--- config.mk ---
export PLATFORM = sky130hd
export DESIGN_NAME = slc_line_ctrl
export DESIGN_NICKNAME = d
export VERILOG_FILES = /design/src/hdl/slc_pkg.sv /design/src/hdl/slc_line_ctrl.sv
export SDC_FILE = /design/constraint.sdc
export NUM_CORES = 1
export LEC_CHECK = 0
export ABC_AREA = 1
export ABC_CLOCK_PERIOD_IN_PS = 3800
export BUFFER_PORTS_ARGS = -buffer_cell sky130_fd_sc_hd__buf_2
export CORE_MARGIN = 1
export CORE_UTILIZATION = 57
export CTS_BUF_LIST = sky130_fd_sc_hd__clkbuf_4 sky130_fd_sc_hd__clkbuf_8
export CTS_CLUSTER_SIZE = 12
export DETAILED_ROUTE_END_ITERATION = 8
export GPL_TIMING_DRIVEN = 1
export PLACE_DENSITY = 0.78
export SLEW_MARGIN = 30
export SYNTH_ARGS = -nofsm -noshare
export SYNTH_HDL_FRONTEND = slang
export SYNTH_SLANG_ARGS = --single-unit
--- constraint.sdc ---
create_clock -name sys_clk -period 3.8 [get_ports sys_clk]
set_clock_uncertainty 0.1 [all_clocks]
set_input_delay 0.38 -clock sys_clk [delete_from_list [all_inputs] [get_ports sys_clk]]
set_output_delay 0.38 -clock sys_clk [all_outputs]
set_load 0.005 [all_outputs]
--- src/hdl/slc_pkg.sv ---
// Constants, register map and types for the two-channel line state control.
// Assumes a 100 MHz system clock and a 32-bit Avalon-MM register bus.
package slc_pkg;

  localparam int NCH = 2;

  localparam int CLK_HZ          = 100_000_000;
  localparam int RING_FREQ_HZ    = 20;
  localparam int RING_PERIOD_CYC = CLK_HZ / RING_FREQ_HZ;

  // Receive gain boost in the loud tone state, in tenths of a dB.
  localparam logic [7:0] HOWLER_BOOST_TENTH_DB = 8'h73;

  // Byte offsets; channel n registers sit at n * CH_STRIDE.
  localparam logic [5:0] CH_STRIDE   = 6'h10;
  localparam logic [3:0] OFS_LINE    = 4'h0;
  localparam logic [3:0] OFS_CFG     = 4'h4;
  localparam logic [3:0] OFS_STATUS  = 4'h8;
  localparam logic [3:0] OFS_PERIOD  = 4'hc;
  localparam logic [5:0] OFS_INIT    = 6'h20;
  localparam logic [5:0] OFS_FAULT   = 6'h24;

  // Status bit positions.
  localparam int ST_GND_START = 8;
  localparam int ST_REJECT    = 9;
  localparam int ST_FAULT     = 10;
  localparam int ST_PENDING   = 11;

  // Init command bit positions.
  localparam int INIT_DEVICE  = 0;
  localparam int INIT_LINE0   = 1;

  typedef enum logic [3:0] {
    line_state_off             = 4'h0,
    line_state_open_circuit    = 4'h1,
    line_state_idle_onhook     = 4'h2,
    line_state_tip_float       = 4'h3,
    line_state_onhook_transmit = 4'h4,
    line_state_fed             = 4'h5,
    line_state_conversation    = 4'h6,
    line_state_ring            = 4'h7,
    line_state_loud_tone       = 4'h8
  } slc_base_t;

  typedef struct packed {
    logic      rev;
    slc_base_t base;
  } slc_line_t;

  localparam slc_line_t LINE_RST = '{rev: 1'b0, base: line_state_off};

  typedef enum logic [1:0] {
    RP_IDLE  = 2'b00,
    RP_ENTRY = 2'b01,
    RP_ON    = 2'b10,
    RP_EXIT  = 2'b11
  } slc_ring_t;

  typedef enum logic [1:0] {
    REG_OFF   = 2'b00,
    REG_FLOOR = 2'b01,
    REG_TRACK = 2'b10,
    REG_FIXED = 2'b11
  } slc_reg_mode_t;

  typedef struct packed {
    logic diag_measure;
    logic ring_reg_fixed;
    logic ring_exit_sync;
    logic ring_entry_sync;
    logic termination_type;
  } slc_cfg_t;

  localparam slc_cfg_t CFG_RST = '0;
  localparam logic termination_normal    = 1'b0;
  localparam logic termination_low_power = 1'b1;

  typedef struct packed {
    logic          feed_en;
    logic          hook_sup_en;
    logic          voice_en;
    logic          pcm_en;
    logic          cid_en;
    logic          cid_type2_en;
    logic          line_hiz;
    logic          tip_hiz;
    logic          ring_only;
    logic          low_power_idle;
    logic          polarity_rev;
    logic          ring_gen_en;
    logic          ring_apply;
    logic          ringing_current_limit;
    logic          tx_path_en;
    logic          zsynth_en;
    slc_reg_mode_t reg_mode;
    logic [7:0]    rx_gain_boost;
  } slc_ctrl_t;

  localparam slc_ctrl_t CTRL_RST = '0;

endpackage

--- src/hdl/slc_line_ctrl.sv ---
// Two-channel line state controller with an Avalon-MM register slave.
// Assumes fault, ground key and ringing level pins are asynchronous.
// Overview of operation
// Seventeen states: nine bases plus reversed variants.
// Every state except off may be reversed.
// Reset leaves every channel off.
// Off: voice, regulator and signaling all disabled.
// Battery overvoltage or clock fault forces off.
// Device or line init ends in open circuit.
// Device init resets all and applies parameters.
// Open circuit: outputs high impedance, regulator floor.
// Open circuit voice only for diagnostic measurement.
// Host picks normal or low-power termination.
// Normal idle: feed, hook supervision, no voice.
// Low-power idle: ring lead only, monitor line.
// Onhook transmit: feed, voice, hook, caller ID.
// Fed and conversation feed; PCM only conversation.
// Fed and conversation allow type 2 caller ID.
// Tip float raises ground start on key current.
// Ringing uses the higher ringing current limit.
// Ring generator starts, applies at level match.
// Ring entry completes within one ring period.
// Ring exit waits for next state's level.
// Ring entry and exit sync are configurable.
// Ringing regulator mode tracking or fixed.
// Loud tone: no transmit, no synthesis, gain boost.
// State register changes on request or fault.
//
// Our own choices: the Avalon-MM interface to the registers and the register offsets.
`timescale 1ns/1ps
module slc_line_ctrl #(
  parameter int RING_PERIOD_DEF = slc_pkg::RING_PERIOD_CYC
) (
  input  wire logic                         sys_clk,
  input  wire logic                         rst,
  input  wire logic [5:0]                   avs_address,
  input  wire logic                         avs_read,
  input  wire logic                         avs_write,
  input  wire logic [31:0]                  avs_writedata,
  output logic      [31:0]                  avs_readdata,
  output logic                              avs_waitrequest,
  input  wire logic                         battery_overvoltage,
  input  wire logic                         clock_fault,
  input  wire logic [slc_pkg::NCH-1:0]      gnd_key_over,
  input  wire logic [slc_pkg::NCH-1:0]      ring_level_match,
  input  wire logic [slc_pkg::NCH-1:0]      ring_trip,
  output slc_pkg::slc_ctrl_t [slc_pkg::NCH-1:0] line_ctrl
);

  localparam int NCH = slc_pkg::NCH;

  // Two-stage synchronisers; logic uses the second stage, plus gk_d, a delayed gk_s2 for the ground key edge.
  logic [1:0]     flt_s1;
  logic [1:0]     flt_s2;
  logic [NCH-1:0] gk_s1;
  logic [NCH-1:0] gk_s2;
  logic [NCH-1:0] gk_d;
  logic [NCH-1:0] rm_s1;
  logic [NCH-1:0] rm_s2;
  logic [NCH-1:0] rt_s1;
  logic [NCH-1:0] rt_s2;

  always_ff @(posedge sys_clk) begin
    if (rst) begin
      flt_s1 <= '0;
      flt_s2 <= '0;
      gk_s1  <= '0;
      gk_s2  <= '0;
      gk_d   <= '0;
      rm_s1  <= '0;
      rm_s2  <= '0;
      rt_s1  <= '0;
      rt_s2  <= '0;
    end else begin
      flt_s1 <= {clock_fault, battery_overvoltage};
      flt_s2 <= flt_s1;
      gk_s1  <= gnd_key_over;
      gk_s2  <= gk_s1;
      gk_d   <= gk_s2;
      rm_s1  <= ring_level_match;
      rm_s2  <= rm_s1;
      rt_s1  <= ring_trip;
      rt_s2  <= rt_s1;
    end
  end

  logic fault_any;
  assign fault_any = |flt_s2;

  // Bus slave: every access is answered one cycle after it is seen.
  logic bus_take;
  logic wr_take;
  assign bus_take = (avs_read | avs_write) & ~avs_waitrequest;
  assign wr_take  = avs_write & ~avs_waitrequest;

  always_ff @(posedge sys_clk) begin
    if (rst) begin
      avs_waitrequest <= 1'b1;
    end else if (bus_take) begin
      avs_waitrequest <= 1'b1;
    end else if (avs_read | avs_write) begin
      avs_waitrequest <= 1'b0;
    end
  end

  logic           dev_init;
  logic [NCH-1:0] line_init;
  assign dev_init = wr_take && avs_address == slc_pkg::OFS_INIT
                    && avs_writedata[slc_pkg::INIT_DEVICE];

  function automatic logic ch_hit(input logic [5:0] addr, input int ch,
                                  input logic [3:0] ofs);
    ch_hit = addr[5:4] == 2'(ch) && addr[3:0] == ofs;
  endfunction

  function automatic logic valid_req(input logic [4:0] code);
    valid_req = code[3:0] <= 4'(slc_pkg::line_state_loud_tone)
                && !(code[4] && code[3:0] == 4'h0);
  endfunction

  // Drives the front-end enables from the state and its configuration.
  function automatic slc_pkg::slc_ctrl_t decode(
    input slc_pkg::slc_line_t ls,
    input slc_pkg::slc_cfg_t  cfg,
    input slc_pkg::slc_ring_t rp
  );
    slc_pkg::slc_ctrl_t c;
    c = slc_pkg::CTRL_RST;
    c.polarity_rev = ls.rev;
    c.reg_mode     = slc_pkg::REG_TRACK;
    c.tx_path_en   = 1'b1;
    c.zsynth_en    = 1'b1;
    case (ls.base)
      slc_pkg::line_state_off: begin
        c = slc_pkg::CTRL_RST;
      end
      slc_pkg::line_state_open_circuit: begin
        c.line_hiz = 1'b1;
        c.reg_mode = slc_pkg::REG_FLOOR;
        c.voice_en = cfg.diag_measure;
      end
      slc_pkg::line_state_idle_onhook: begin
        if (cfg.termination_type == slc_pkg::termination_low_power) begin
          c.ring_only      = 1'b1;
          c.low_power_idle = 1'b1;
          c.hook_sup_en    = 1'b1;
        end else begin
          c.feed_en     = 1'b1;
          c.hook_sup_en = 1'b1;
        end
      end
      slc_pkg::line_state_tip_float: begin
        c.tip_hiz     = 1'b1;
        c.hook_sup_en = 1'b1;
      end
      slc_pkg::line_state_onhook_transmit: begin
        c.feed_en     = 1'b1;
        c.voice_en    = 1'b1;
        c.hook_sup_en = 1'b1;
        c.cid_en      = 1'b1;
      end
      slc_pkg::line_state_fed, slc_pkg::line_state_conversation: begin
        c.feed_en      = 1'b1;
        c.hook_sup_en  = 1'b1;
        c.voice_en     = 1'b1;
        c.cid_type2_en = 1'b1;
        c.pcm_en = ls.base == slc_pkg::line_state_conversation;
      end
      slc_pkg::line_state_ring: begin
        c.hook_sup_en = 1'b1;
        c.voice_en    = 1'b1;
        c.ring_gen_en = 1'b1;
        c.ring_apply  = rp == slc_pkg::RP_ON || rp == slc_pkg::RP_EXIT;
        c.ringing_current_limit = c.ring_apply;
        c.reg_mode = cfg.ring_reg_fixed ? slc_pkg::REG_FIXED
                                        : slc_pkg::REG_TRACK;
        if (!c.ring_apply) begin
          c.feed_en = 1'b1;
        end
      end
      slc_pkg::line_state_loud_tone: begin
        c.feed_en       = 1'b1;
        c.hook_sup_en   = 1'b1;
        c.voice_en      = 1'b1;
        c.tx_path_en    = 1'b0;
        c.zsynth_en     = 1'b0;
        c.rx_gain_boost = slc_pkg::HOWLER_BOOST_TENTH_DB;
      end
      default: begin
        c = slc_pkg::CTRL_RST;
      end
    endcase
    if (ls.base != slc_pkg::line_state_ring) begin
      c.ring_gen_en = 1'b0;
    end
    decode = c;
  endfunction

  slc_pkg::slc_line_t [NCH-1:0] cur_state;
  slc_pkg::slc_cfg_t  [NCH-1:0] cfg_live;
  slc_pkg::slc_ring_t [NCH-1:0] ring_phase;
  logic [NCH-1:0][23:0]         ring_period;
  logic [NCH-1:0][31:0]         status_word;

  genvar g;
  generate
    for (g = 0; g < NCH; g++) begin : gen_ch
      slc_pkg::slc_cfg_t  cfg_shadow;
      slc_pkg::slc_line_t pend_state;
      logic               pend_valid;
      logic [23:0]        entry_cnt;
      logic               gnd_start;
      logic               reject;
      logic               req_wr;
      logic               req_ok;
      logic               do_init;
      logic               exit_now;
      logic               gnd_evt;
      logic               gnd_clr;

      assign line_init[g] = wr_take && avs_address == slc_pkg::OFS_INIT
                            && avs_writedata[slc_pkg::INIT_LINE0 + g];
      assign do_init = dev_init | line_init[g];
      assign req_wr  = wr_take && ch_hit(avs_address, g, slc_pkg::OFS_LINE);
      assign req_ok  = req_wr && valid_req(avs_writedata[4:0]);
      assign gnd_evt = cur_state[g].base == slc_pkg::line_state_tip_float
                       && gk_s2[g] && !gk_d[g];
      assign gnd_clr = wr_take
                       && ch_hit(avs_address, g, slc_pkg::OFS_STATUS)
                       && avs_writedata[slc_pkg::ST_GND_START];
      // Without exit sync the ring leaves at once; otherwise at level match.
      assign exit_now = !cfg_live[g].ring_exit_sync || rm_s2[g];

      // Parameters are staged by software and take effect on init; the ring period applies as soon as it is written.
      always_ff @(posedge sys_clk) begin
        if (rst) begin
          cfg_shadow <= slc_pkg::CFG_RST;
        end else if (wr_take && ch_hit(avs_address, g, slc_pkg::OFS_CFG)) begin
          cfg_shadow <= slc_pkg::slc_cfg_t'(avs_writedata[4:0]);
        end
      end

      always_ff @(posedge sys_clk) begin
        if (rst) begin
          cfg_live[g]    <= slc_pkg::CFG_RST;
          ring_period[g] <= 24'(RING_PERIOD_DEF);
        end else begin
          if (do_init) begin
            cfg_live[g] <= cfg_shadow;
          end
          if (wr_take && ch_hit(avs_address, g, slc_pkg::OFS_PERIOD)) begin
            ring_period[g] <= avs_writedata[23:0];
          end
        end
      end

      // Line state and ring sequencing.
      always_ff @(posedge sys_clk) begin
        if (rst) begin
          cur_state[g]  <= slc_pkg::LINE_RST;
          ring_phase[g] <= slc_pkg::RP_IDLE;
          pend_state    <= slc_pkg::LINE_RST;
          pend_valid    <= 1'b0;
          entry_cnt     <= '0;
        end else if (fault_any) begin
          cur_state[g]  <= slc_pkg::LINE_RST;
          ring_phase[g] <= slc_pkg::RP_IDLE;
          pend_valid    <= 1'b0;
        end else if (do_init) begin
          cur_state[g]  <= '{rev: 1'b0,
                            base: slc_pkg::line_state_open_circuit};
          ring_phase[g] <= slc_pkg::RP_IDLE;
          pend_valid    <= 1'b0;
        end else begin
          case (ring_phase[g])
            slc_pkg::RP_IDLE: begin
              if (req_ok) begin
                cur_state[g] <= slc_pkg::slc_line_t'(avs_writedata[4:0]);
                if (avs_writedata[3:0] == 4'(slc_pkg::line_state_ring)) begin
                  ring_phase[g] <= cfg_live[g].ring_entry_sync
                                   ? slc_pkg::RP_ENTRY
                                   : slc_pkg::RP_ON;
                  entry_cnt     <= '0;
                end
              end
            end
            slc_pkg::RP_ENTRY: begin
              entry_cnt <= entry_cnt + 24'h000001;
              if (req_ok) begin
                cur_state[g]  <= slc_pkg::slc_line_t'(avs_writedata[4:0]);
                ring_phase[g] <= slc_pkg::RP_IDLE;
              end else if (rm_s2[g]
                           || entry_cnt + 24'h000001 >= ring_period[g]) begin
                ring_phase[g] <= slc_pkg::RP_ON;
              end
            end
            slc_pkg::RP_ON: begin
              if (req_ok) begin
                pend_state    <= slc_pkg::slc_line_t'(avs_writedata[4:0]);
                pend_valid    <= 1'b1;
                ring_phase[g] <= slc_pkg::RP_EXIT;
              end else if (rt_s2[g]) begin
                pend_state    <= '{rev: cur_state[g].rev,
                                  base: slc_pkg::line_state_fed};
                pend_valid    <= 1'b1;
                ring_phase[g] <= slc_pkg::RP_EXIT;
              end
            end
            slc_pkg::RP_EXIT: begin
              if (req_ok) begin
                pend_state <= slc_pkg::slc_line_t'(avs_writedata[4:0]);
              end
              if (exit_now) begin
                cur_state[g]  <= req_ok
                                 ? slc_pkg::slc_line_t'(avs_writedata[4:0])
                                 : pend_state;
                pend_valid    <= 1'b0;
                ring_phase[g] <= slc_pkg::RP_IDLE;
              end
            end
            default: begin
              ring_phase[g] <= slc_pkg::RP_IDLE;
            end
          endcase
        end
      end

      // Sticky flags: a new event outranks a clear in the same cycle.
      always_ff @(posedge sys_clk) begin
        if (rst) begin
          gnd_start <= 1'b0;
          reject    <= 1'b0;
        end else begin
          if (gnd_evt) begin
            gnd_start <= 1'b1;
          end else if (gnd_clr) begin
            gnd_start <= 1'b0;
          end
          if ((req_wr && !req_ok) || (req_wr && fault_any)) begin
            reject <= 1'b1;
          end else if (wr_take
                       && ch_hit(avs_address, g, slc_pkg::OFS_STATUS)
                       && avs_writedata[slc_pkg::ST_REJECT]) begin
            reject <= 1'b0;
          end
        end
      end

      always_ff @(posedge sys_clk) begin
        if (rst) begin
          line_ctrl[g] <= slc_pkg::CTRL_RST;
        end else begin
          line_ctrl[g] <= decode(cur_state[g], cfg_live[g], ring_phase[g]);
        end
      end

      always_comb begin
        status_word[g] = '0;
        status_word[g][4:0] = cur_state[g];
        status_word[g][6:5] = ring_phase[g];
        status_word[g][slc_pkg::ST_GND_START] = gnd_start;
        status_word[g][slc_pkg::ST_REJECT]    = reject;
        status_word[g][slc_pkg::ST_FAULT]     = fault_any;
        status_word[g][slc_pkg::ST_PENDING]   = pend_valid;
      end
    end
  endgenerate

  // Read data is latched in the cycle that drops waitrequest.
  always_ff @(posedge sys_clk) begin
    if (rst) begin
      avs_readdata <= '0;
    end else if (avs_read && avs_waitrequest) begin
      avs_readdata <= '0;
      for (int c = 0; c < NCH; c++) begin
        if (ch_hit(avs_address, c, slc_pkg::OFS_LINE)) begin
          avs_readdata <= {27'h0, cur_state[c]};
        end
        if (ch_hit(avs_address, c, slc_pkg::OFS_CFG)) begin
          avs_readdata <= {27'h0, cfg_live[c]};
        end
        if (ch_hit(avs_address, c, slc_pkg::OFS_STATUS)) begin
          avs_readdata <= status_word[c];
        end
        if (ch_hit(avs_address, c, slc_pkg::OFS_PERIOD)) begin
          avs_readdata <= {8'h0, ring_period[c]};
        end
      end
      if (avs_address == slc_pkg::OFS_FAULT) begin
        avs_readdata <= {30'h0, flt_s2};
      end
    end
  end

endmodule

==> implementation parameters <==
Parameter                              Value

Worst setup path
  Data arrival time of the critical path    3.68 ns
  Startpoint type of the worst setup path    flop
  Required time of the critical path    4.15 ns
  Type of the worst setup path    reg -> reg
  Crit end category    flop
  Worst Path Max Fanout    5

Pwr
  Total power divided by cell area    410.7 nW/um2
  Worst vdd rail ir drop    0.3448 mV
  Leakage Power    5.597 nW

Routing
  Wirelength per Cell    14.63 um
  DR pass1 iterations    5
  Wirelength, routed    28010 um
  Routed wl met2    12660 um
  Initial DRC count    726
  Via density per instance    5.367
  Antenna violation net count after detailed routing    0
  Vias post-DR    10.28k
  Top layer in use    met4
  Residual DRC    0
  DR WL met3    2050 um
  Met1 routed wirelength after detailed routing    12620 um

Global route
  Maximum number of pins on one net before global-route repair    74
  First-pass GRT wire length    44970 um
  Vias in the first global route    9169
  Number of antenna violations at the first check in global routing    0
  Sum of overflow across all layers after global routing    0
  GRT Overall Usage    28.07%

Timing
  Final Cycle Share    87.65%
  Minimum hold slack    0.02883 ns
  Number of setup violations in the final report    0
  Fmax    300.2 MHz
  Worst Setup Slack, final    0.4692 ns
  Post-route minimum period    3.331 ns
  Unrepaired setup endpoints after global routing    no
  Slew margin rel.    36.94%
  Total count of hold-check failures in the final report    0
  Pin slew with the least headroom to its limit    0.9436 ns
  Fin. max-slew vios    0
  Final setup TNS    0 ns

Finish
  Total area of multi-input combinational cells    5548 um2
  Share of the core filled with cells in the final layout    66.51%
  Antenna Cells    0
  Most common cell after layout, fill and taps aside    nand2_1
  Layout-stage area growth over the synthesis result    13.24%
  Share of final-layout standard cells stronger than drive strength 1    15.23%
  Post-route insts no fill    1915
  FILL cells    1692
  Leading cell types in the layout, fill and taps excluded    316 x nand2_1, 221 x dfxtp_1, 186 x inv_1
  Sequential Area    4424 um2
  Layout net count    1729

Placed design
  Port bufs    112
  Worst slack after detailed placement    0.5016 ns
  Detail Placement HPWL    19910 um
  Final RePlAce weighted congestion    0.8627
  # placed instances    1837

Clock network
  Post-CTS setup buffer count    0
  Skew-Pair Late Insertion Delay    0.54 ns
  Clock transition at path regs    0.06 ns
  Max H-tree Level    2
  Number of cells upsized or downsized after cts    0
  TritonCTS clock tree    yes
  Clock tree buffer depth    3
  Num CTS Buffers    38
  Root Buffer Master    clkbuf_8
  Hold buffer count at cts    12
  Sinks on the clock net    221

Floorplanning
  Starting utilization of the core area    58.74%
  Number of primary I/O pins    135
  Die span in y    141.8 um
  Standard-cell row count    50
  Die boundary width    141.8 um
  Die area    20100 um2
  Area of the placeable core    18960 um2

Synthesis
  EDFF count, synth    0
  Warnings from Yosys    0
  Avg Cell Area, Syn    7.296 um2
  Netlist cell types    52
  Synthesized area    11130 um2
  Share of the yosys chip area belonging to registers    39.73%
  Commonest register cell after synthesis    dfxtp_1
  Synth Register Bits    221
  FFs w/ async S/R, synth    0%
  Number of standard cells after synthesis    1526

Flow run
  Max-cap violations    0

Outcome
  Result of the run    complete, no violations

Min path
  Worst min-delay path category    in -> reg
==> where the power goes <==
group / total [mW] / internal [mW] / switching [mW]
Clock: 2.26 / 1.31 / 0.950
Combinational: 0.491 / 0.151 / 0.340
Sequential: 2.43 / 2.38 / 0.0536
==> cell type report <==
type | count | share of cell area, %
flip-flops and latches | 221 | 35.09
repair buffers | 132 | 5.895
inverters | 203 | 6.073
clock buffers | 60 | 5.905
well taps | 260 | 2.580
clock inverters | 6 | 0.4565
multi-input cells | 1033 | 44.00
==> cell families after synthesis <==
kind of cell / Yosys count / synth area share [%]
AND/OR/NAND/NOR: 565 / 22.72
AO/OA/AOI/OAI: 366 / 18.02
buffers and inverters: 285 / 10.88
flip-flops: 221 / 39.73
adder cells (fa/ha/maj): 50 / 5.619
XOR/XNOR: 38 / 2.989
other: 1 / 0.03368
==> critical path, stage by stage, from the launching register on <==
cell	delay, ns
dfxtp_1	0.41
ha_1	0.23
nand3_2	0.16
nor2_1	0.22
nand2_1	0.10
inv_2	0.09
nand3_1	0.11
nor2_1	0.14
nand3_1	0.13
nor2_1	0.12
nand2_1	0.06
nand2_1	0.06
inv_1	0.05
ha_1	0.27
nand2_1	0.05
inv_1	0.06
nand3_1	0.08
nor3_1	0.22
nand2_1	0.09
nand4_1	0.15
nor2_1	0.06
nand3_1	0.11
nand3_1	0.10
a21oi_1	0.13
==> stage by stage <==
stage	cell area (um2)	total power, mW
after detailed placement	11690	2.947
final	12610	5.178
after global routing	12610	5.366
after floorplan	11180	2.809
after CTS	12610	5.203
after global placement	11690	2.933
==> final timing paths <==
| path | slack (ns) | start | to | depth (start not counted) |
|---|---|---|---|---|
| setup / recovery | 0.47 | gen_ch[1].entry_cnt[0] | ring_phase[3] | 23 |
| hold / removal | 0.03 | avs_writedata[11] | ring_period[11] | 3 |
| setup reg to reg | 0.47 | gen_ch[1].entry_cnt[0] | ring_phase[3] | 23 |
| hold reg to reg | 0.30 | rm_s1[1] | rm_s2[1] | 2 |
==> layer usage <==
layer | vias to the layer above | GRT usage [%]
met2 | 380 | 43.17
met1 | 4686 | 39.50
met4 | 0 | 10.70
met3 | 56 | 4.489
li1 | 5156 | -
met5 | - | 0
==> synth_stat cells (all sizes together), types with 27 or more instances <==
library cell	count	area [um2]
nand2	326	1259
dfxtp	221	4424
inv	199	749.5
a21oi	180	900.9
nor2	138	610.6
o21ai	110	561.8
ha	50	625.6
nand3	45	255.3
buf	41	291.5
clkbuf	41	153.9
xor2	28	245.2
nor3	27	173.9
==> flip-flops by register name, summed over array words and instances (netlist names), 10 cells and up <==
signal             cells
gen_ch.entry_cnt      48
line_ctrl             32
cur_state             10
cfg_live              10
ring_period           48
avs_readdata          24
gen_ch.cfg_shadow     10
gen_ch.pend_state     10
(Power assumes the default switching activity.)
